[src/rtl/ebp_defs.vh]
// Register map, field positions, reset values and timing counts
`ifndef EBP_DEFS_VH
`define EBP_DEFS_VH

// Printed register indexes; byte address is four times the index
`define EBP_IDX_DUTY_HIGH    8'h13
`define EBP_IDX_DUTY_LATCH   8'h14
`define EBP_IDX_MODULE_CTRL  8'h15
`define EBP_IDX_DEADBAND     8'h16
`define EBP_IDX_PERIOD_LIMIT 8'h20
`define EBP_IDX_TIMER_CTRL   8'h21
`define EBP_IDX_STATUS       8'h22

// Module control fields
`define EBP_CFG_HI      7
`define EBP_CFG_LO      6
`define EBP_DUTYLO_HI   5
`define EBP_DUTYLO_LO   4
`define EBP_MODE_HI     3
`define EBP_MODE_LO     0
`define EBP_PWM_MODE_HI 2'b11

// Output configurations
`define EBP_CFG_SINGLE  2'b00
`define EBP_CFG_FULLFWD 2'b01
`define EBP_CFG_HALF    2'b10
`define EBP_CFG_FULLREV 2'b11

// Timer control fields
`define EBP_TON_BIT     2
`define EBP_PS_1        2'b00
`define EBP_PS_4        2'b01

// Reset values
`define EBP_RST_BYTE    8'h00
`define EBP_RST_DUTY    10'h000
`define EBP_RST_PERIOD  8'hff

// Oscillator clocks per instruction cycle; prescale spans in oscillator clocks, minus one
`define EBP_TOSC_PER_TCY 4
`define EBP_SUB_LAST_1   6'h03
`define EBP_SUB_LAST_4   6'h0f
`define EBP_SUB_LAST_16  6'h3f

// Bus responses
`define EBP_RESP_OKAY   2'b00
`define EBP_RESP_SLVERR 2'b10

`endif

[src/rtl/ebp_timebase.v]
// Period timer with prescaler, quarter-cycle phase and period events
`timescale 1ns/10ps
`include "ebp_defs.vh"
module ebp_timebase (
	input  wire       clk,          // Oscillator clock
	input  wire       rst,          // Async reset, active high
	input  wire       timer_on,     // Timer run enable
	input  wire [1:0] prescale_sel, // Prescale select
	input  wire [7:0] period_limit, // Period limit value
	output reg  [7:0] period_timer, // Timer count
	output reg  [1:0] fine_bits,    // Two low compare bits
	output wire       tcy,          // Last clock of each instruction cycle
	output reg        period_start, // First clock of a new period
	output wire       last_count    // Timer sits at the period limit
);
	reg  [5:0] sub_reg;
	reg  [5:0] sub_last;

	// Span of one timer increment
	always @* begin
		case (prescale_sel)
			`EBP_PS_1: sub_last = `EBP_SUB_LAST_1;
			`EBP_PS_4: sub_last = `EBP_SUB_LAST_4;
			default:   sub_last = `EBP_SUB_LAST_16;
		endcase
	end

	// Low compare bits: quarter phase or prescaler bits
	always @* begin
		case (prescale_sel)
			`EBP_PS_1: fine_bits = sub_reg[1:0];
			`EBP_PS_4: fine_bits = sub_reg[3:2];
			default:   fine_bits = sub_reg[5:4];
		endcase
	end

	assign tcy        = timer_on & (sub_reg[1:0] == 2'b11);
	assign last_count = timer_on & (period_timer == period_limit);

	// Counter chain; clears on the increment after the limit match
	always @(posedge clk or posedge rst) begin
		if (rst) begin
			sub_reg      <= 6'h00;
			period_timer <= 8'h00;
			period_start <= 1'b0;
		end else if (!timer_on) begin
			sub_reg      <= 6'h00;
			period_timer <= 8'h00;
			period_start <= 1'b0;
		end else if (sub_reg >= sub_last) begin
			sub_reg <= 6'h00;
			if (period_timer == period_limit) begin
				period_timer <= 8'h00;
				period_start <= 1'b1;
			end else begin
				period_timer <= period_timer + 8'h01;
				period_start <= 1'b0;
			end
		end else begin
			sub_reg      <= sub_reg + 6'h01;
			period_start <= 1'b0;
		end
	end
endmodule // ebp_timebase

[src/rtl/ebp_deadband.v]
// Rising-edge delay in instruction cycles for one bridge output
`timescale 1ns/10ps
module ebp_deadband (
	input  wire       clk,      // Oscillator clock
	input  wire       rst,      // Async reset, active high
	input  wire       load,     // Delay load strobe
	input  wire [6:0] count_in, // Programmed delay count
	input  wire       raw,      // Undelayed level
	output reg        out       // Delayed level
);
	reg [6:0] delay_reg;
	reg [6:0] cnt_reg;
	reg [1:0] phase_reg;

	// Delay value taken at duty or period boundary
	always @(posedge clk or posedge rst) begin
		if (rst)
			delay_reg <= 7'h00;
		else if (load)
			delay_reg <= count_in;
	end

	// Only inactive-to-active edges are delayed; own phase from the edge
	// keeps the wait a whole number of instruction cycles
	always @(posedge clk or posedge rst) begin
		if (rst) begin
			out       <= 1'b0;
			cnt_reg   <= 7'h00;
			phase_reg <= 2'b00;
		end else if (!raw) begin
			out       <= 1'b0;
			cnt_reg   <= 7'h00;
			phase_reg <= 2'b00;
		end else if (!out) begin
			if (cnt_reg >= delay_reg) begin
				out <= 1'b1;
			end else begin
				phase_reg <= phase_reg + 2'b01;
				if (phase_reg == 2'b11)
					cnt_reg <= cnt_reg + 7'h01;
			end
		end
	end
endmodule // ebp_deadband

[src/rtl/ebp_bridge_pwm.v]
// Enhanced bridge PWM generator with AXI4-Lite register slave
// Functional notes
// - Two-bit field selects one of four configurations
// - Control byte pattern assigns one, two, four pins
// - Cleared control register forces outputs inactive
// - Period is (limit+1) times four times prescale
// - Period end: clear timer, set output, latch duty
// - Ten-bit duty: buffer byte plus two control bits
// - Duty latch read-only while PWM mode selected
// - Active phase ends on ten-bit duty match
// - Half-bridge turn-on edges wait for dead band expiry
// - Polarity and mode from config and mode fields
// - Controls double-buffered, loaded at period boundary
// - Dead band loads at duty or period boundary
// - Buffered waveforms lag one oscillator clock
// - Duty beyond period leaves outputs unchanged
// - Half-bridge: PWM on A, complement on B
// - Half-bridge waits delay count before going active
// - Delay above duty keeps output inactive all cycle
// - Forward: A on, D modulated; reverse: C, B
// - Direction change applies from next period
// - Last timer count: B, D off, A and C swap
// - Full-bridge uses no dead band delay
// - Mode bit 1 inverts A/C, bit 0 B/D
// - Delay only on inactive-to-active, instruction cycles
//
// The address map and the AXI4-Lite slave port were decided locally.
`timescale 1ns/10ps
`include "ebp_defs.vh"
module ebp_bridge_pwm (
	input  wire        clk,           // Oscillator clock, 250 MHz
	input  wire        rst,           // Async reset, active high
	input  wire [31:0] s_axi_awaddr,  // Write address
	input  wire        s_axi_awvalid, // Write address valid
	output reg         s_axi_awready, // Write address ready
	input  wire [31:0] s_axi_wdata,   // Write data
	input  wire [3:0]  s_axi_wstrb,   // Write byte strobes
	input  wire        s_axi_wvalid,  // Write data valid
	output reg         s_axi_wready,  // Write data ready
	output reg  [1:0]  s_axi_bresp,   // Write response
	output reg         s_axi_bvalid,  // Write response valid
	input  wire        s_axi_bready,  // Write response ready
	input  wire [31:0] s_axi_araddr,  // Read address
	input  wire        s_axi_arvalid, // Read address valid
	output reg         s_axi_arready, // Read address ready
	output reg  [31:0] s_axi_rdata,   // Read data
	output reg  [1:0]  s_axi_rresp,   // Read response
	output reg         s_axi_rvalid,  // Read data valid
	input  wire        s_axi_rready,  // Read data ready
	output reg         pwm_out_a,     // Bridge output A
	output reg         pwm_out_b,     // Bridge output B
	output reg         pwm_out_c,     // Bridge output C
	output reg         pwm_out_d,     // Bridge output D
	output reg  [3:0]  pwm_pin_own    // Pins owned by PWM, D..A
);
	// Software-visible registers
	reg  [7:0]  module_control_reg;
	reg  [7:0]  duty_high_buffer;
	reg  [7:0]  duty_compare_latch;
	reg  [7:0]  period_limit_reg;
	reg  [7:0]  period_timer_control;
	reg  [7:0]  deadband_config_reg;

	// Period-boundary shadows
	reg  [1:0]  cfg_sh_reg;
	reg  [3:0]  mode_sh_reg;
	reg  [1:0]  duty_lo_sh_reg;
	reg         pwm_raw_reg;

	// Bus holding registers
	reg  [31:0] awaddr_reg;
	reg  [7:0]  wbyte_reg;
	reg         wlane_reg;

	// Next values
	reg         a_next;
	reg         b_next;
	reg         c_next;
	reg         d_next;
	reg  [3:0]  own_next;
	reg  [31:0] rd_next;
	reg         rd_hit;

	wire [7:0]  period_timer;
	wire [1:0]  fine_bits;
	wire        period_start;
	wire        last_count;
	wire        db_a;
	wire        db_b;
	wire        duty_match;
	wire        pwm_sel_live;
	wire        pwm_sel_sh;
	wire [9:0]  duty_latched;
	wire        dir_live;
	wire        full_sh;
	wire        wr_go;

	// Register index from a word-aligned byte address
	function [7:0] reg_index;
		input [31:0] addr;
		begin
			reg_index = addr[9:2];
		end
	endfunction

	// Address is one of the mapped words
	function mapped;
		input [31:0] addr;
		reg [7:0] idx;
		begin
			idx    = reg_index(addr);
			mapped = (addr[31:10] == 22'h000000) && (addr[1:0] == 2'b00)
				&& ((idx == `EBP_IDX_DUTY_HIGH)
				|| (idx == `EBP_IDX_DUTY_LATCH)
				|| (idx == `EBP_IDX_MODULE_CTRL)
				|| (idx == `EBP_IDX_DEADBAND)
				|| (idx == `EBP_IDX_PERIOD_LIMIT)
				|| (idx == `EBP_IDX_TIMER_CTRL)
				|| (idx == `EBP_IDX_STATUS));
		end
	endfunction

	assign pwm_sel_live = module_control_reg[`EBP_MODE_HI:`EBP_MODE_HI-1]
		== `EBP_PWM_MODE_HI;
	assign pwm_sel_sh   = mode_sh_reg[3:2] == `EBP_PWM_MODE_HI;
	assign duty_latched = {duty_compare_latch, duty_lo_sh_reg};
	assign dir_live     = module_control_reg[`EBP_CFG_HI];
	assign full_sh      = cfg_sh_reg[0];
	assign duty_match   = pwm_sel_sh
		& (duty_latched == {period_timer, fine_bits});
	assign wr_go        = !s_axi_awready && !s_axi_wready && !s_axi_bvalid;

	// Period timer and prescaler
	ebp_timebase u_timebase (
		.clk          (clk),
		.rst          (rst),
		.timer_on     (period_timer_control[`EBP_TON_BIT]),
		.prescale_sel (period_timer_control[1:0]),
		.period_limit (period_limit_reg),
		.period_timer (period_timer),
		.fine_bits    (fine_bits),
		.tcy          (),
		.period_start (period_start),
		.last_count   (last_count)
	);

	// Dead band on the true and complement half-bridge legs
	ebp_deadband u_db_a (
		.clk      (clk),
		.rst      (rst),
		.load     (period_start | duty_match),
		.count_in (deadband_config_reg[6:0]),
		.raw      (pwm_raw_reg),
		.out      (db_a)
	);

	ebp_deadband u_db_b (
		.clk      (clk),
		.rst      (rst),
		.load     (period_start | duty_match),
		.count_in (deadband_config_reg[6:0]),
		.raw      (~pwm_raw_reg & pwm_sel_sh),
		.out      (db_b)
	);

	// Write channel: address and data taken in either order
	always @(posedge clk or posedge rst) begin
		if (rst) begin
			s_axi_awready <= 1'b1;
			s_axi_wready  <= 1'b1;
			s_axi_bvalid  <= 1'b0;
			s_axi_bresp   <= `EBP_RESP_OKAY;
			awaddr_reg    <= 32'h00000000;
			wbyte_reg     <= `EBP_RST_BYTE;
			wlane_reg     <= 1'b0;
		end else begin
			if (s_axi_awvalid && s_axi_awready) begin
				s_axi_awready <= 1'b0;
				awaddr_reg    <= s_axi_awaddr;
			end
			if (s_axi_wvalid && s_axi_wready) begin
				s_axi_wready <= 1'b0;
				wbyte_reg    <= s_axi_wdata[7:0];
				wlane_reg    <= s_axi_wstrb[0];
			end
			if (wr_go) begin
				s_axi_bvalid <= 1'b1;
				s_axi_bresp  <= mapped(awaddr_reg) ? `EBP_RESP_OKAY
					: `EBP_RESP_SLVERR;
			end
			if (s_axi_bvalid && s_axi_bready) begin
				s_axi_bvalid  <= 1'b0;
				s_axi_awready <= 1'b1;
				s_axi_wready  <= 1'b1;
			end
		end
	end

	// Register writes; byte lane 0 carries every field
	always @(posedge clk or posedge rst) begin
		if (rst) begin
			module_control_reg   <= `EBP_RST_BYTE;
			duty_high_buffer     <= `EBP_RST_BYTE;
			duty_compare_latch   <= `EBP_RST_BYTE;
			period_limit_reg     <= `EBP_RST_PERIOD;
			period_timer_control <= `EBP_RST_BYTE;
			deadband_config_reg  <= `EBP_RST_BYTE;
		end else begin
			if (wr_go && wlane_reg && mapped(awaddr_reg)) begin
				case (reg_index(awaddr_reg))
				`EBP_IDX_MODULE_CTRL:  module_control_reg <= wbyte_reg;
				`EBP_IDX_DUTY_HIGH:    duty_high_buffer <= wbyte_reg;
				`EBP_IDX_PERIOD_LIMIT: period_limit_reg <= wbyte_reg;
				`EBP_IDX_TIMER_CTRL:   period_timer_control <= wbyte_reg;
				`EBP_IDX_DEADBAND:
					deadband_config_reg <= {1'b0, wbyte_reg[6:0]};
				`EBP_IDX_DUTY_LATCH: begin
					if (!pwm_sel_live)
						duty_compare_latch <= wbyte_reg;
				end
				default: ;
				endcase
			end
			// Hardware load of the latch at the boundary
			if (period_start && pwm_sel_live)
				duty_compare_latch <= duty_high_buffer;
		end
	end

	// Read channel, one cycle from address to data
	always @* begin
		rd_hit  = mapped(s_axi_araddr);
		rd_next = 32'h00000000;
		case (reg_index(s_axi_araddr))
		`EBP_IDX_MODULE_CTRL:  rd_next[7:0] = module_control_reg;
		`EBP_IDX_DUTY_HIGH:    rd_next[7:0] = duty_high_buffer;
		`EBP_IDX_DUTY_LATCH:   rd_next[7:0] = duty_compare_latch;
		`EBP_IDX_PERIOD_LIMIT: rd_next[7:0] = period_limit_reg;
		`EBP_IDX_TIMER_CTRL:   rd_next[7:0] = period_timer_control;
		`EBP_IDX_DEADBAND:     rd_next[7:0] = deadband_config_reg;
		`EBP_IDX_STATUS:
			rd_next[13:0] = {pwm_raw_reg, cfg_sh_reg[1],
				pwm_out_d, pwm_out_c, pwm_out_b, pwm_out_a, period_timer};
		default:               rd_next = 32'h00000000;
		endcase
		if (!rd_hit)
			rd_next = 32'h00000000;
	end

	always @(posedge clk or posedge rst) begin
		if (rst) begin
			s_axi_arready <= 1'b1;
			s_axi_rvalid  <= 1'b0;
			s_axi_rdata   <= 32'h00000000;
			s_axi_rresp   <= `EBP_RESP_OKAY;
		end else if (s_axi_arvalid && s_axi_arready) begin
			s_axi_arready <= 1'b0;
			s_axi_rvalid  <= 1'b1;
			s_axi_rdata   <= rd_next;
			s_axi_rresp   <= rd_hit ? `EBP_RESP_OKAY : `EBP_RESP_SLVERR;
		end else if (s_axi_rvalid && s_axi_rready) begin
			s_axi_rvalid  <= 1'b0;
			s_axi_arready <= 1'b1;
		end
	end

	// Shadow controls, taken when the timer resets; cleared at once when the control register is zero
	always @(posedge clk or posedge rst) begin
		if (rst) begin
			cfg_sh_reg     <= 2'b00;
			mode_sh_reg    <= 4'h0;
			duty_lo_sh_reg <= 2'b00;
		end else if (module_control_reg == `EBP_RST_BYTE) begin
			cfg_sh_reg     <= 2'b00;
			mode_sh_reg    <= 4'h0;
			duty_lo_sh_reg <= 2'b00;
		end else if (period_start) begin
			cfg_sh_reg     <= module_control_reg[`EBP_CFG_HI:`EBP_CFG_LO];
			mode_sh_reg    <= module_control_reg[`EBP_MODE_HI:`EBP_MODE_LO];
			duty_lo_sh_reg <= module_control_reg[`EBP_DUTYLO_HI:`EBP_DUTYLO_LO];
		end
	end

	// Raw waveform: set at period start, cleared on duty match
	always @(posedge clk or posedge rst) begin
		if (rst)
			pwm_raw_reg <= 1'b0;
		else if (module_control_reg == `EBP_RST_BYTE || !pwm_sel_live)
			pwm_raw_reg <= 1'b0;
		else if (period_start)
			pwm_raw_reg <= (module_control_reg[`EBP_DUTYLO_HI:`EBP_DUTYLO_LO]
				!= 2'b00) || (duty_high_buffer != 8'h00);
		else if (duty_match)
			pwm_raw_reg <= 1'b0;
	end

	// Steering per configuration, then polarity
	always @* begin
		a_next   = 1'b0;
		b_next   = 1'b0;
		c_next   = 1'b0;
		d_next   = 1'b0;
		own_next = 4'b0000;
		if (pwm_sel_sh) begin
			case (cfg_sh_reg)
			`EBP_CFG_SINGLE: begin
				a_next   = pwm_raw_reg;
				own_next = 4'b0001;
			end
			`EBP_CFG_HALF: begin
				a_next   = db_a;
				b_next   = db_b;
				own_next = 4'b0011;
			end
			`EBP_CFG_FULLFWD: begin
				a_next   = 1'b1;
				d_next   = pwm_raw_reg;
				own_next = 4'b1111;
			end
			default: begin
				c_next   = 1'b1;
				b_next   = pwm_raw_reg;
				own_next = 4'b1111;
			end
			endcase
			// Early swap in the final count, held through the boundary
			// clock so A and C do not flip back before the shadows load
			if (full_sh && (last_count || period_start)
				&& (dir_live != cfg_sh_reg[1])) begin
				a_next = ~dir_live;
				c_next = dir_live;
				b_next = 1'b0;
				d_next = 1'b0;
			end
			a_next = a_next ^ mode_sh_reg[1];
			c_next = c_next ^ mode_sh_reg[1];
			b_next = b_next ^ mode_sh_reg[0];
			d_next = d_next ^ mode_sh_reg[0];
		end
	end

	// Registered pins
	always @(posedge clk or posedge rst) begin
		if (rst) begin
			pwm_out_a   <= 1'b0;
			pwm_out_b   <= 1'b0;
			pwm_out_c   <= 1'b0;
			pwm_out_d   <= 1'b0;
			pwm_pin_own <= 4'b0000;
		end else begin
			pwm_out_a   <= a_next;
			pwm_out_b   <= b_next;
			pwm_out_c   <= c_next;
			pwm_out_d   <= d_next;
			pwm_pin_own <= own_next;
		end
	end
endmodule // ebp_bridge_pwm

[config.mk]
export PLATFORM = sky130hd
export DESIGN_NAME = ebp_bridge_pwm
export DESIGN_NICKNAME = d
export VERILOG_FILES = /design/src/rtl/ebp_timebase.v /design/src/rtl/ebp_deadband.v /design/src/rtl/ebp_bridge_pwm.v
export VERILOG_INCLUDE_DIRS = /design/src /design/src/rtl
export SDC_FILE = /design/constraint.sdc
export NUM_CORES = 1
export LEC_CHECK = 0
export BUFFER_PORTS_ARGS = -buffer_cell sky130_fd_sc_hd__clkbuf_2
export CAP_MARGIN = 20
export CORE_UTILIZATION = 43
export CTS_CLUSTER_DIAMETER = 150
export DETAILED_ROUTE_END_ITERATION = 6
export GPL_ROUTABILITY_DRIVEN = 0
export GPL_TIMING_DRIVEN = 0
export HOLD_SLACK_MARGIN = 0.1
export PLACE_DENSITY_LB_ADDON = 0.15
export SLEW_MARGIN = 10
export SYNTH_ARGS = -nofsm -noshare
export SYNTH_HDL_FRONTEND = slang
export SYNTH_SLANG_ARGS = --single-unit
[constraint.sdc]
create_clock -name clk -period 11.86 [get_ports clk]
set_input_delay 2.965 -clock clk [delete_from_list [all_inputs] [get_ports clk]]
set_output_delay 2.965 -clock clk [all_outputs]
set_load 0.02 [all_outputs]
==> metrics.yaml, run 1 <==
run_status:
  status: "complete, no violations"
synthesis:
  postSynthAreaPerCell_um2: 11.2
  synthFlopType: "dfrtp_1"
  async_flop_share: 1.00
  yosys_warnings: 0
  synth_edf_count: 0
  ys_seq_area_frac: 0.502
  yosysTopAreaCell: "dfrtp_1"
  synth_seq_cells: 167
  synth_top_area_frac: 0.468
  yosysUniqueCellTypes: 60
  syn_area_um2: 8350
  synth_cells: 746
  ys_top_cells_by_area: "dfrtp_1, mux2_2, mux2i_1"
grt:
  grt_max_degree: 113
  grt_pass1_wl_mm: 30.8
  antenna_found_initial: 0
  grt_pass1_vias: 5808
  grt.overflow.total: 0
  gr-usage-all-layers: 0.200
setup_path:
  r2r-start: "s_axi_bvalid"
  crit_fanout: 6
  r2r_cells: 6
  cp-startpoint: "s_axi_araddr[17]"
  cp_slowest_cell: "nor4_1"
  worstReg2RegEnd: "period_timer_control[2]"
  cp-start-kind: "input port"
  critPathCaptureType: "register"
  slowest_delay_ps: 650
  worstPathCellList: "clkbuf_2 > or4_1 > nor4_1 > and3_1 > clkbuf_1 > a22o_1"
  path_class: "in -> reg"
  cp.arrival_ps: 4930
  r2r_slack_ps: 9220
  worstPathRequired_ps: 12230
sta:
  rsz0062_at_grt: "no"
  slew_headroom: 0.493
  post-route-period-util: 0.385
  max_freq_mhz: 219
  finalSetupTns_ps: 0
  slew_violations: 0
  worst_pin_slew_ps: 753
  setup_violations: 0
  clock_skew_ps: 8.65
  timing_hold_violations_final: 0
  holdWs_ps: 492
  min_period_ps: 4560
layout:
  layout_commonest_cell: "dfrtp_1"
  seq_area_um2: 4190
  final_cell_mix: "dfrtp_1, clkbuf_2, mux2_2, nand2_1, nor2_1"
  multiInputGateArea_um2: 3870
  largest_reg_flops: 32
  final_cell_count_no_fill: 1164
  final_nets: 1022
  layout-drive-gt1-share: 0.310
  fillers: 1776
  n_antenna_cell: 0
  syn_to_final_growth_pct: 18.8
  finish.utilization: 0.525
floorplanning:
  die_w_um: 141
  die_h_um: 141
  core-area_um2: 18900
  io_pins: 156
  rows: 50
  initial_core_util: 0.442
  dieArea_um2: 20000
pwr:
  p_leak_nw: 4.89
  power_density_nw_per_um2: 150
  ir_drop_mv: 0.109
routing:
  drcViolationCount: 0
  drtPass1Iterations: 5
  ant_nets: 0
  vias: 5954
  avgRoutedWirePerCell_um: 16.4
  via_per_inst: 5.12
  wirelength_mm: 19.0
  first_iter_violations: 360
clock_tree:
  cts_resized: 0
  post_cts_buffers: 0
  cts_buffers: 17
  htree_levels: 4
  clock-root-buffer: "clkbuf_16"
  clk_pin_slew_ps: 70
  clock_latency_ps: 430
  clockBufferDepth: 2
  cts_sinks: 167
  cts_tree: "built"
  postCtsHoldBufs: 0
worst_hold_path:
  min_to: "mode_sh_reg[1]"
  min-delay-start: "mode_sh_reg[1]"
  hold_path.class: "reg -> reg"
  min_path_cells: 2
run:
  cap_violations: 0
placement:
  port_buffers: 106
  dp_hpwl_mm: 14.0
  post-place-cells: 1132
[Yosys cell counts (all sizes together), types with 9 or more instances]
library cell and n:
dfrtp 156, mux2 88, nand2 57, nor2 45
a21oi 33, mux2i 33, buf 32, ha 24
o21ai 21, xor2 21, clkbuf 20, inv 19
nand3 19, nor4 19, a22o 14, dfstp 11
nor2b 9
[layout make-up]
cell class                 count  area share
sequential                   167       0.423
timing repair buffer         107      0.0563
multi-input combinational    527       0.390
inverter                      19     0.00795
tap                          260      0.0328
buffer                        52      0.0285
clock inverter                15      0.0183
clock buffer                  17      0.0429
[worst max-delay path, delay by kind of cell]
kind,cells,cell delay (ps)
buf+inv,2,320
simple gates,3,1470
compound gates,1,170
[per-layer routing]
metal | GRT usage | vias up | share of wire | routed length, µm
met5 | 0 | - | 0 | 0
met4 | 0.0692 | 0 | 0.015 | 277
met3 | 0.0358 | 21 | 0.056 | 1070
met2 | 0.295 | 162 | 0.43 | 8290
met1 | 0.295 | 2842 | 0.49 | 9410
li1 | - | 2929 | - | -
[per-stage QoR]
step           power (mW)  instance area (µm²)  worst slack [ps]
3_3_place_gp        0.924                 9280              2350
4_1_cts              1.50                 9920              7350
6_report             1.49                 9920              7300
3_5_place_dp        0.930                 9310              6890
5_1_grt              1.56                 9920              7250
2_1_floorplan       0.853                 8420              4390
[power breakdown]
part | internal, mW | total, mW | switching, mW | leakage, nW
logic | 0.100 | 0.183 | 0.0824 | 2.39
clock network | 0.304 | 0.569 | 0.266 | 0.301
registers | 0.650 | 0.736 | 0.0869 | 2.19
[cells by family (layout without fill, tap and decap cells)]
logic type	after synthesis	after routing	synth area share
fa+ha+maj	24	24	0.0360
xor+xnor	28	28	0.0294
compound gates	116	116	0.0923
mux	121	121	0.158
buf+inv	71	210	0.0424
other cells	1	20	0.000449
simple gates	218	218	0.139
flops	167	167	0.502
[how the worst max path moves through the flow]
stage,endpoint,cells after the start
after detailed placement,s_axi_rdata[13],6
after global placement,awaddr_reg[11],2
after CTS,s_axi_rdata[9],6
final,s_axi_rdata[9],6
after floorplan,awaddr_reg[0],1
after global routing,s_axi_rdata[12],6
No activity file was read; power rests on OpenSTA's default activity.
==> inputs of run 2 (changes only) <==
Settings changed: ABC_AREA from default to 1.
Clock period 11.86 ns to 4.5 ns, I/O delays scaled along.
==> run 2 against run 1 <==
Effect of this change: worst setup slack got worse by 5100 ps; cell area is 4.7% higher; core utilization grew 0.17 points; non-clock buffer count shrank 3; first-iteration DRC count rose by 21%; via count up 23%; critical path type unchanged; largest cell class unchanged.
==> metrics.yaml, run 2 <==
clock_tree:
  htree_levels: 4  # unchanged
  postCtsHoldBufs: 0  # unchanged
  cts_tree: "built"
  post_cts_buffers: 0  # unchanged
  clockBufferDepth: 2  # unchanged
  clock-root-buffer: "clkbuf_16"
  cts_buffers: 17  # unchanged
  clock_latency_ps: 430  # about the same
  clk_pin_slew_ps: 70  # about the same
  cts_resized: 0  # unchanged
  cts_sinks: 167  # unchanged
pwr:
  power_density_nw_per_um2: 376  # +150%
  p_leak_nw: 5.17  # +5.7%
  p_sw_mw: 1.22  # +180%
  ir_drop_mv: 0.435  # +300%
  p_int_mw: 2.68  # +150%
  p_seq_frac: 0.460  # -0.035
  clockPowerShare: 0.364  # -0.019
  power_mw: 3.90  # +160%
  p_comb_frac: 0.176  # +0.053
  swShare: 0.312  # +0.0199
setup_path:
  r2r_slack_ps: 2210  # -7010 ps
  r2r-start: "period_timer_control[0]"
  cp-start-kind: "input port"
  worstPathRequired_ps: 4820  # -7410 ps
  cp_common_cell: "nand2_1"
  cp.arrival_ps: 2640  # -2290 ps
  worstPathCellList: "clkbuf_2 > inv_1 > nor2_1 > nand2_2 > inv_1 > nand2_2 > nand2_1 > nor2_2 > o211ai_2 > and2_1 > buf_4 > nand2_1 > nand2_1"
  cp_slowest_cell: "and2_1"
  r2r_cells: 7  # +1
  worstReg2RegEnd: "u_timebase.period_timer[0]"
  path_class: "in -> reg"
  slowest_delay_ps: 230  # -420 ps
  crit_fanout: 9  # +3
  critPathCaptureType: "register"
floorplanning:
  core-area_um2: 19700  # +4.4%
  die_h_um: 145  # +2.5%
  initial_core_util: 0.445  # +0.00361
  io_pins: 156  # unchanged
  die_w_um: 145  # +2.5%
  rows: 51  # +2.0%
  dieArea_um2: 21000  # +5.1%
sta:
  post-route-period-util: 0.516
  worst_pin_slew_ps: 741  # -12.6 ps
  setup_violations: 0  # unchanged
  clock_skew_ps: 13.4  # +4.75 ps
  slew_violations: 0  # unchanged
  slew_headroom: 0.501  # +0.00762
  max_freq_mhz: 430
  timing_hold_violations_final: 0  # unchanged
  finalSetupTns_ps: 0  # unchanged
  rsz0062_at_grt: "no"
  min_period_ps: 2320
run_status:
  status: "complete, no violations"
layout:
  syn_to_final_growth_pct: 18.2
  layout-drive-gt1-share: 0.206  # -0.104
  final_cell_count_no_fill: 1492  # +28%
  n_antenna_cell: 0  # unchanged
  largest_reg_flops: 32  # unchanged
  final_nets: 1345  # +32%
  fillers: 1918  # +8.0%
  layout_commonest_cell: "nand2_1"
  final_cell_mix: "nand2_1, dfrtp_1, inv_1, clkbuf_2, nor2_1"
worst_hold_path:
  min_to: "s_axi_rdata[1]"
  min-delay-start: "s_axi_rdata[1]"
  min_path_cells: 2  # unchanged
  hold_path.class: "reg -> reg"
placement:
  port_buffers: 108  # +1.9%
  dp_hpwl_mm: 16.4  # +17%
  post-place-cells: 1460  # +29%
synthesis:
  ys_seq_area_frac: 0.477  # -0.0249
  yosysUniqueCellTypes: 43  # -28%
  synth_top_area_frac: 0.444  # -0.0232
  synthFlopType: "dfrtp_1"
  syn_area_um2: 8780  # +5.2%
  yosysMostFrequentCell: "nand2_1"
  postSynthAreaPerCell_um2: 8.26  # -26%
  synth_seq_cells: 167  # unchanged
  ys_top_cells_by_area: "dfrtp_1, nand2_1, inv_1"
  synth_edf_count: 0  # unchanged
  synth_cells: 1064  # +43%
  yosys_warnings: 0  # unchanged
  yosysTopAreaCell: "dfrtp_1"
  async_flop_share: 1.00  # unchanged
  synth_top_cells_by_count: "nand2_1, dfrtp_1, inv_1"
routing:
  vias: 7332  # +23%
  first_iter_violations: 437  # +21%
  avgRoutedWirePerCell_um: 14.1  # -14%
  via_per_inst: 4.91  # -3.9%
  drcViolationCount: 0  # unchanged
  drtPass1Iterations: 5  # unchanged
  ant_nets: 0  # unchanged
  wirelength_mm: 21.1  # +11%
grt:
  grt_pass1_wl_mm: 35.4  # +15%
  grt.overflow.total: 0  # unchanged
  grt_max_degree: 38  # -66%
  grt_pass1_vias: 6967  # +20%
  antenna_found_initial: 0  # unchanged
  gr-usage-all-layers: 0.211  # +0.0109
run:
  cap_violations: 0  # unchanged
[run 2: cell types whose count changed after synthesis, moves of 16 or more]
| cell | delta |
|---|---|
| a21oi_1 | +34 |
| inv_1 | +97 |
| mux2_2 | -83 |
| mux2i_1 | -33 |
| nand2_1 | +190 |
| nand3_1 | +42 |
| nand4_1 | +29 |
| nor2_1 | +55 |
| o21ai_0 | +43 |
| o21ai_1 | +16 |
| o21ai_2 | +23 |
[run 2: how the worst max path moves through the flow]
stage,endpoint,cells after the start,from
6_report,s_axi_rdata[6],13,s_axi_araddr[6]
5_1_grt,u_timebase.period_timer[0],7,period_timer_control[1]
4_1_cts,s_axi_wready,1,s_axi_wready
3_5_place_dp,s_axi_rdata[7],13,s_axi_araddr[6]
3_3_place_gp,s_axi_rdata[8],2,rst
2_1_floorplan,awaddr_reg[0],1,rst
[run 2: routing by layer]
metal	global-route usage	up-vias	share of wire
met5	0	-	0
met3	0.0396	14	0.044
met2	0.325	143	0.46
met1	0.306	3413	0.49
li1	-	3762	-
met4	0.0457	0	0.0089
[run 2: layout make-up]
class,count,area (µm²),share of cell area
Buffer,44,290,0.0280
Clock inverter,13,139,0.0134
Sequential cell,167,4190,0.404
Multi-Input combinational cell,752,3920,0.378
Tap cell,265,332,0.0319
Inverter,120,454,0.0437
Timing Repair Buffer,112,621,0.0598
Clock buffer,19,433,0.0417
[run 2: kinds of logic (layout without fill, tap and decap cells)]
logic type / after synthesis / in the layout / share of synthesized area
simple gates: 500 / 500 / 0.258
compound gates: 183 / 183 / 0.119
flops: 167 / 167 / 0.477
buf+inv: 164 / 308 / 0.0843
fa+ha+maj: 24 / 24 / 0.0342
xor+xnor: 20 / 20 / 0.0199
mux: 5 / 5 / 0.00641
other cells: 1 / 20 / 0.000427
[run 2: critical path: cells and delay by family]
| family | cells | cell delay, ps |
|---|---|---|
| AO/OA/AOI/OAI | 1 | 210 |
| AND/OR/NAND/NOR | 8 | 880 |
| buffers and inverters | 4 | 430 |
[run 2: power by group through the flow]
stage                     Combinational, mW  Sequential [mW]  Clock, mW
after global placement                0.673             1.82          0
after global routing                  0.776             1.82       1.52
final                                 0.686             1.80       1.42
after CTS                             0.695             1.80       1.46
after detailed placement              0.694             1.82          0
after floorplan                       0.459             1.83          0
[run 2: through the flow]
step | setup WS, ps | hold slack, ps | instance area [µm²] | util
6_report | 2180 | 481 | 10400 | 0.527
5_1_grt | 1970 | 504 | 10400 | 0.527
4_1_cts | 2210 | 482 | 10400 | 0.527
3_5_place_dp | 1790 | 464 | 9810 | 0.498
3_3_place_gp | 81.0 | 462 | 9730 | 0.493
2_1_floorplan | 1260 | 446 | 8860 | -
==> inputs of run 3 (changes only) <==
Settings changed: ABC_AREA 1 to 0.
Clock period 4.5 ns to 1.87 ns, I/O delays scaled along.
==> run 3 against run 2 <==
Effect of this change: the run now ends with setup timing left; clock skew decreased by 1.6 ps; non-clock buffer count increased by 47; cell area grew 7.2%; worst setup slack got worse by 2500 ps; critical path depth shrank 6; critical path type is now reg -> reg; critical endpoint is now period_timer_control[6].
==> metrics.yaml, run 3 (same netlist as run 1, synthesis figures left out) <==
run_status:
  status: "finished, violations left"
  violations: "setup timing"
sta:
  min_period_ps: 2170
  slew_violations: 0  # unchanged
  setup_violations: 80  # +80
  clock_skew_ps: 11.8  # -1.62 ps
  finalSetupTns_ps: -13170  # -13170 ps
  post-route-period-util: 1.16
  max_freq_mhz: 462
  timing_hold_violations_final: 0  # unchanged
  worst_pin_slew_ps: 632  # -108 ps
  rsz0062_at_grt: "yes"
  slew_headroom: 0.578  # +0.0766
  setup_slack_ps: -296  # -2470 ps
grt:
  grt_pass1_vias: 6344  # -8.9%
  grt.overflow.total: 0  # unchanged
  gr-usage-all-layers: 0.221  # +0.00986
  grt_max_degree: 32  # -16%
  grt_pass1_wl_mm: 33.8  # -4.7%
  antenna_found_initial: 1  # +1
floorplanning:
  die_h_um: 141  # -2.5%
  die_w_um: 141  # -2.5%
  io_pins: 156  # unchanged
  rows: 50  # -2.0%
  dieArea_um2: 20000  # -4.9%
  core-area_um2: 18900  # -4.2%
  initial_core_util: 0.442  # -0.00361
setup_path:
  critPathCaptureType: "register"
  crit_fanout: 8  # -1
  cp-start-kind: "register"
  crit_path_end: "period_timer_control[6]"
  cp.arrival_ps: 2480  # -160 ps
  worstReg2RegEnd: "period_timer_control[6]"
  path_class: "reg -> reg"
  worstPathRequired_ps: 2190  # -2630 ps
  r2r_cells: 7  # unchanged
  cp-startpoint: "awaddr_reg[27]"
  r2r_slack_ps: -300  # -2510 ps
  r2r-start: "awaddr_reg[27]"
clock_tree:
  clockBufferDepth: 2  # unchanged
  clk_pin_slew_ps: 80  # about the same
  cts_tree: "built"
  cts_buffers: 17  # unchanged
  clock_latency_ps: 440  # about the same
  htree_levels: 4  # unchanged
  cts_sinks: 167  # unchanged
  clock-root-buffer: "clkbuf_16"
layout:
  final_cell_mix: "dfrtp_1, clkbuf_2, mux2_2, nand2_1, buf_4"
  seq_area_um2: 4200  # +0.21%
  multiInputGateArea_um2: 4550  # +16%
  layout_commonest_cell: "dfrtp_1"
  largest_reg_flops: 32  # unchanged
  syn_to_final_growth_pct: 33.4
  n_antenna_cell: 0  # unchanged
  final_nets: 1066  # -21%
  finish.utilization: 0.589  # +0.0627
  design_area_um2: 11100  # +7.2%
  fillers: 1582  # -18%
  layout-drive-gt1-share: 0.435  # +0.228
routing:
  first_iter_violations: 291  # -33%
  vias: 6341  # -14%
  drcViolationCount: 0  # unchanged
  ant_nets: 0  # unchanged
  avgRoutedWirePerCell_um: 17.4  # +23%
  wirelength_mm: 21.0  # -0.23%
  via_per_inst: 5.25  # +6.8%
  drtPass1Iterations: 5  # unchanged
pwr:
  p_leak_nw: 5.34  # +3.3%
  power_density_nw_per_um2: 856  # +130%
  ir_drop_mv: 0.747  # +72%
worst_hold_path:
  hold_path.class: "in -> async"
run:
  cap_violations: 0  # unchanged
placement:
  placed_cell_area_um2: 9420  # -4.0%
  port_buffers: 106  # -1.9%
  dp_hpwl_mm: 14.7  # -9.9%
run 3: how the worst min path moves through the flow:
stage / slack (ps) / startpoint / cells after the start / end
after detailed placement: 480 / duty_lo_sh_reg[1] / 2 / duty_lo_sh_reg[1]
after global placement: 470 / mode_sh_reg[2] / 2 / mode_sh_reg[2]
after global routing: 140 / rst / 2 / awaddr_reg[8]
after CTS: 110 / rst / 2 / awaddr_reg[8]
after floorplan: 450 / mode_sh_reg[3] / 2 / mode_sh_reg[3]
final: 100 / rst / 2 / wbyte_reg[1]
run 3: where the power goes:
group	internal (mW)	switching, mW
Combinational	0.692	0.554
Sequential	4.12	0.653
Clock	1.81	1.70
run 3: repair_timing:
action                                  in CTS  in global routing
hold buffers                                 0                  0
buffers inserted                            25                 15
hold endpoints to repair                     0                  0
gates resized for setup                     96                 83
pin swaps                                   30                 38
cloned                                       1                  2
endpoints found under the setup margin     108                100
run 3: layout make-up:
cell class,count,area share
Clock buffer,17,0.0382
Buffer,49,0.0300
Inverter,19,0.00674
Sequential cell,167,0.377
Tap cell,260,0.0292
Timing Repair Buffer,154,0.0946
Multi-Input combinational cell,527,0.409
Clock inverter,15,0.0153
run 3: per-stage QoR:
stage	instances	power, mW	setup slack, ps	hold WS (ps)
floorplan	765	5.43	-715	452
global placement	1131	5.92	-1860	472
detailed placement	1136	5.98	-753	480
CTS	1193	9.56	-364	107
global route	1208	9.96	-392	140
finish	1208	9.53	-296	97.8
run 3: metal layers:
layer	wire length [µm]	up-vias	GRT usage
li1	-	3022	-
met4	318	2	0.0698
met1	9520	3081	0.303
met3	1360	29	0.0513
met5	16	-	0
met2	9800	207	0.346
run 3: worst max-delay path: stages (launching register included):
cell	delay, ps
dfrtp_1	400
nor4_2	330
nand4_1	200
nor2_4	180
nand4b_4	140
nor4b_4	290
buf_12	190
mux2_4	310
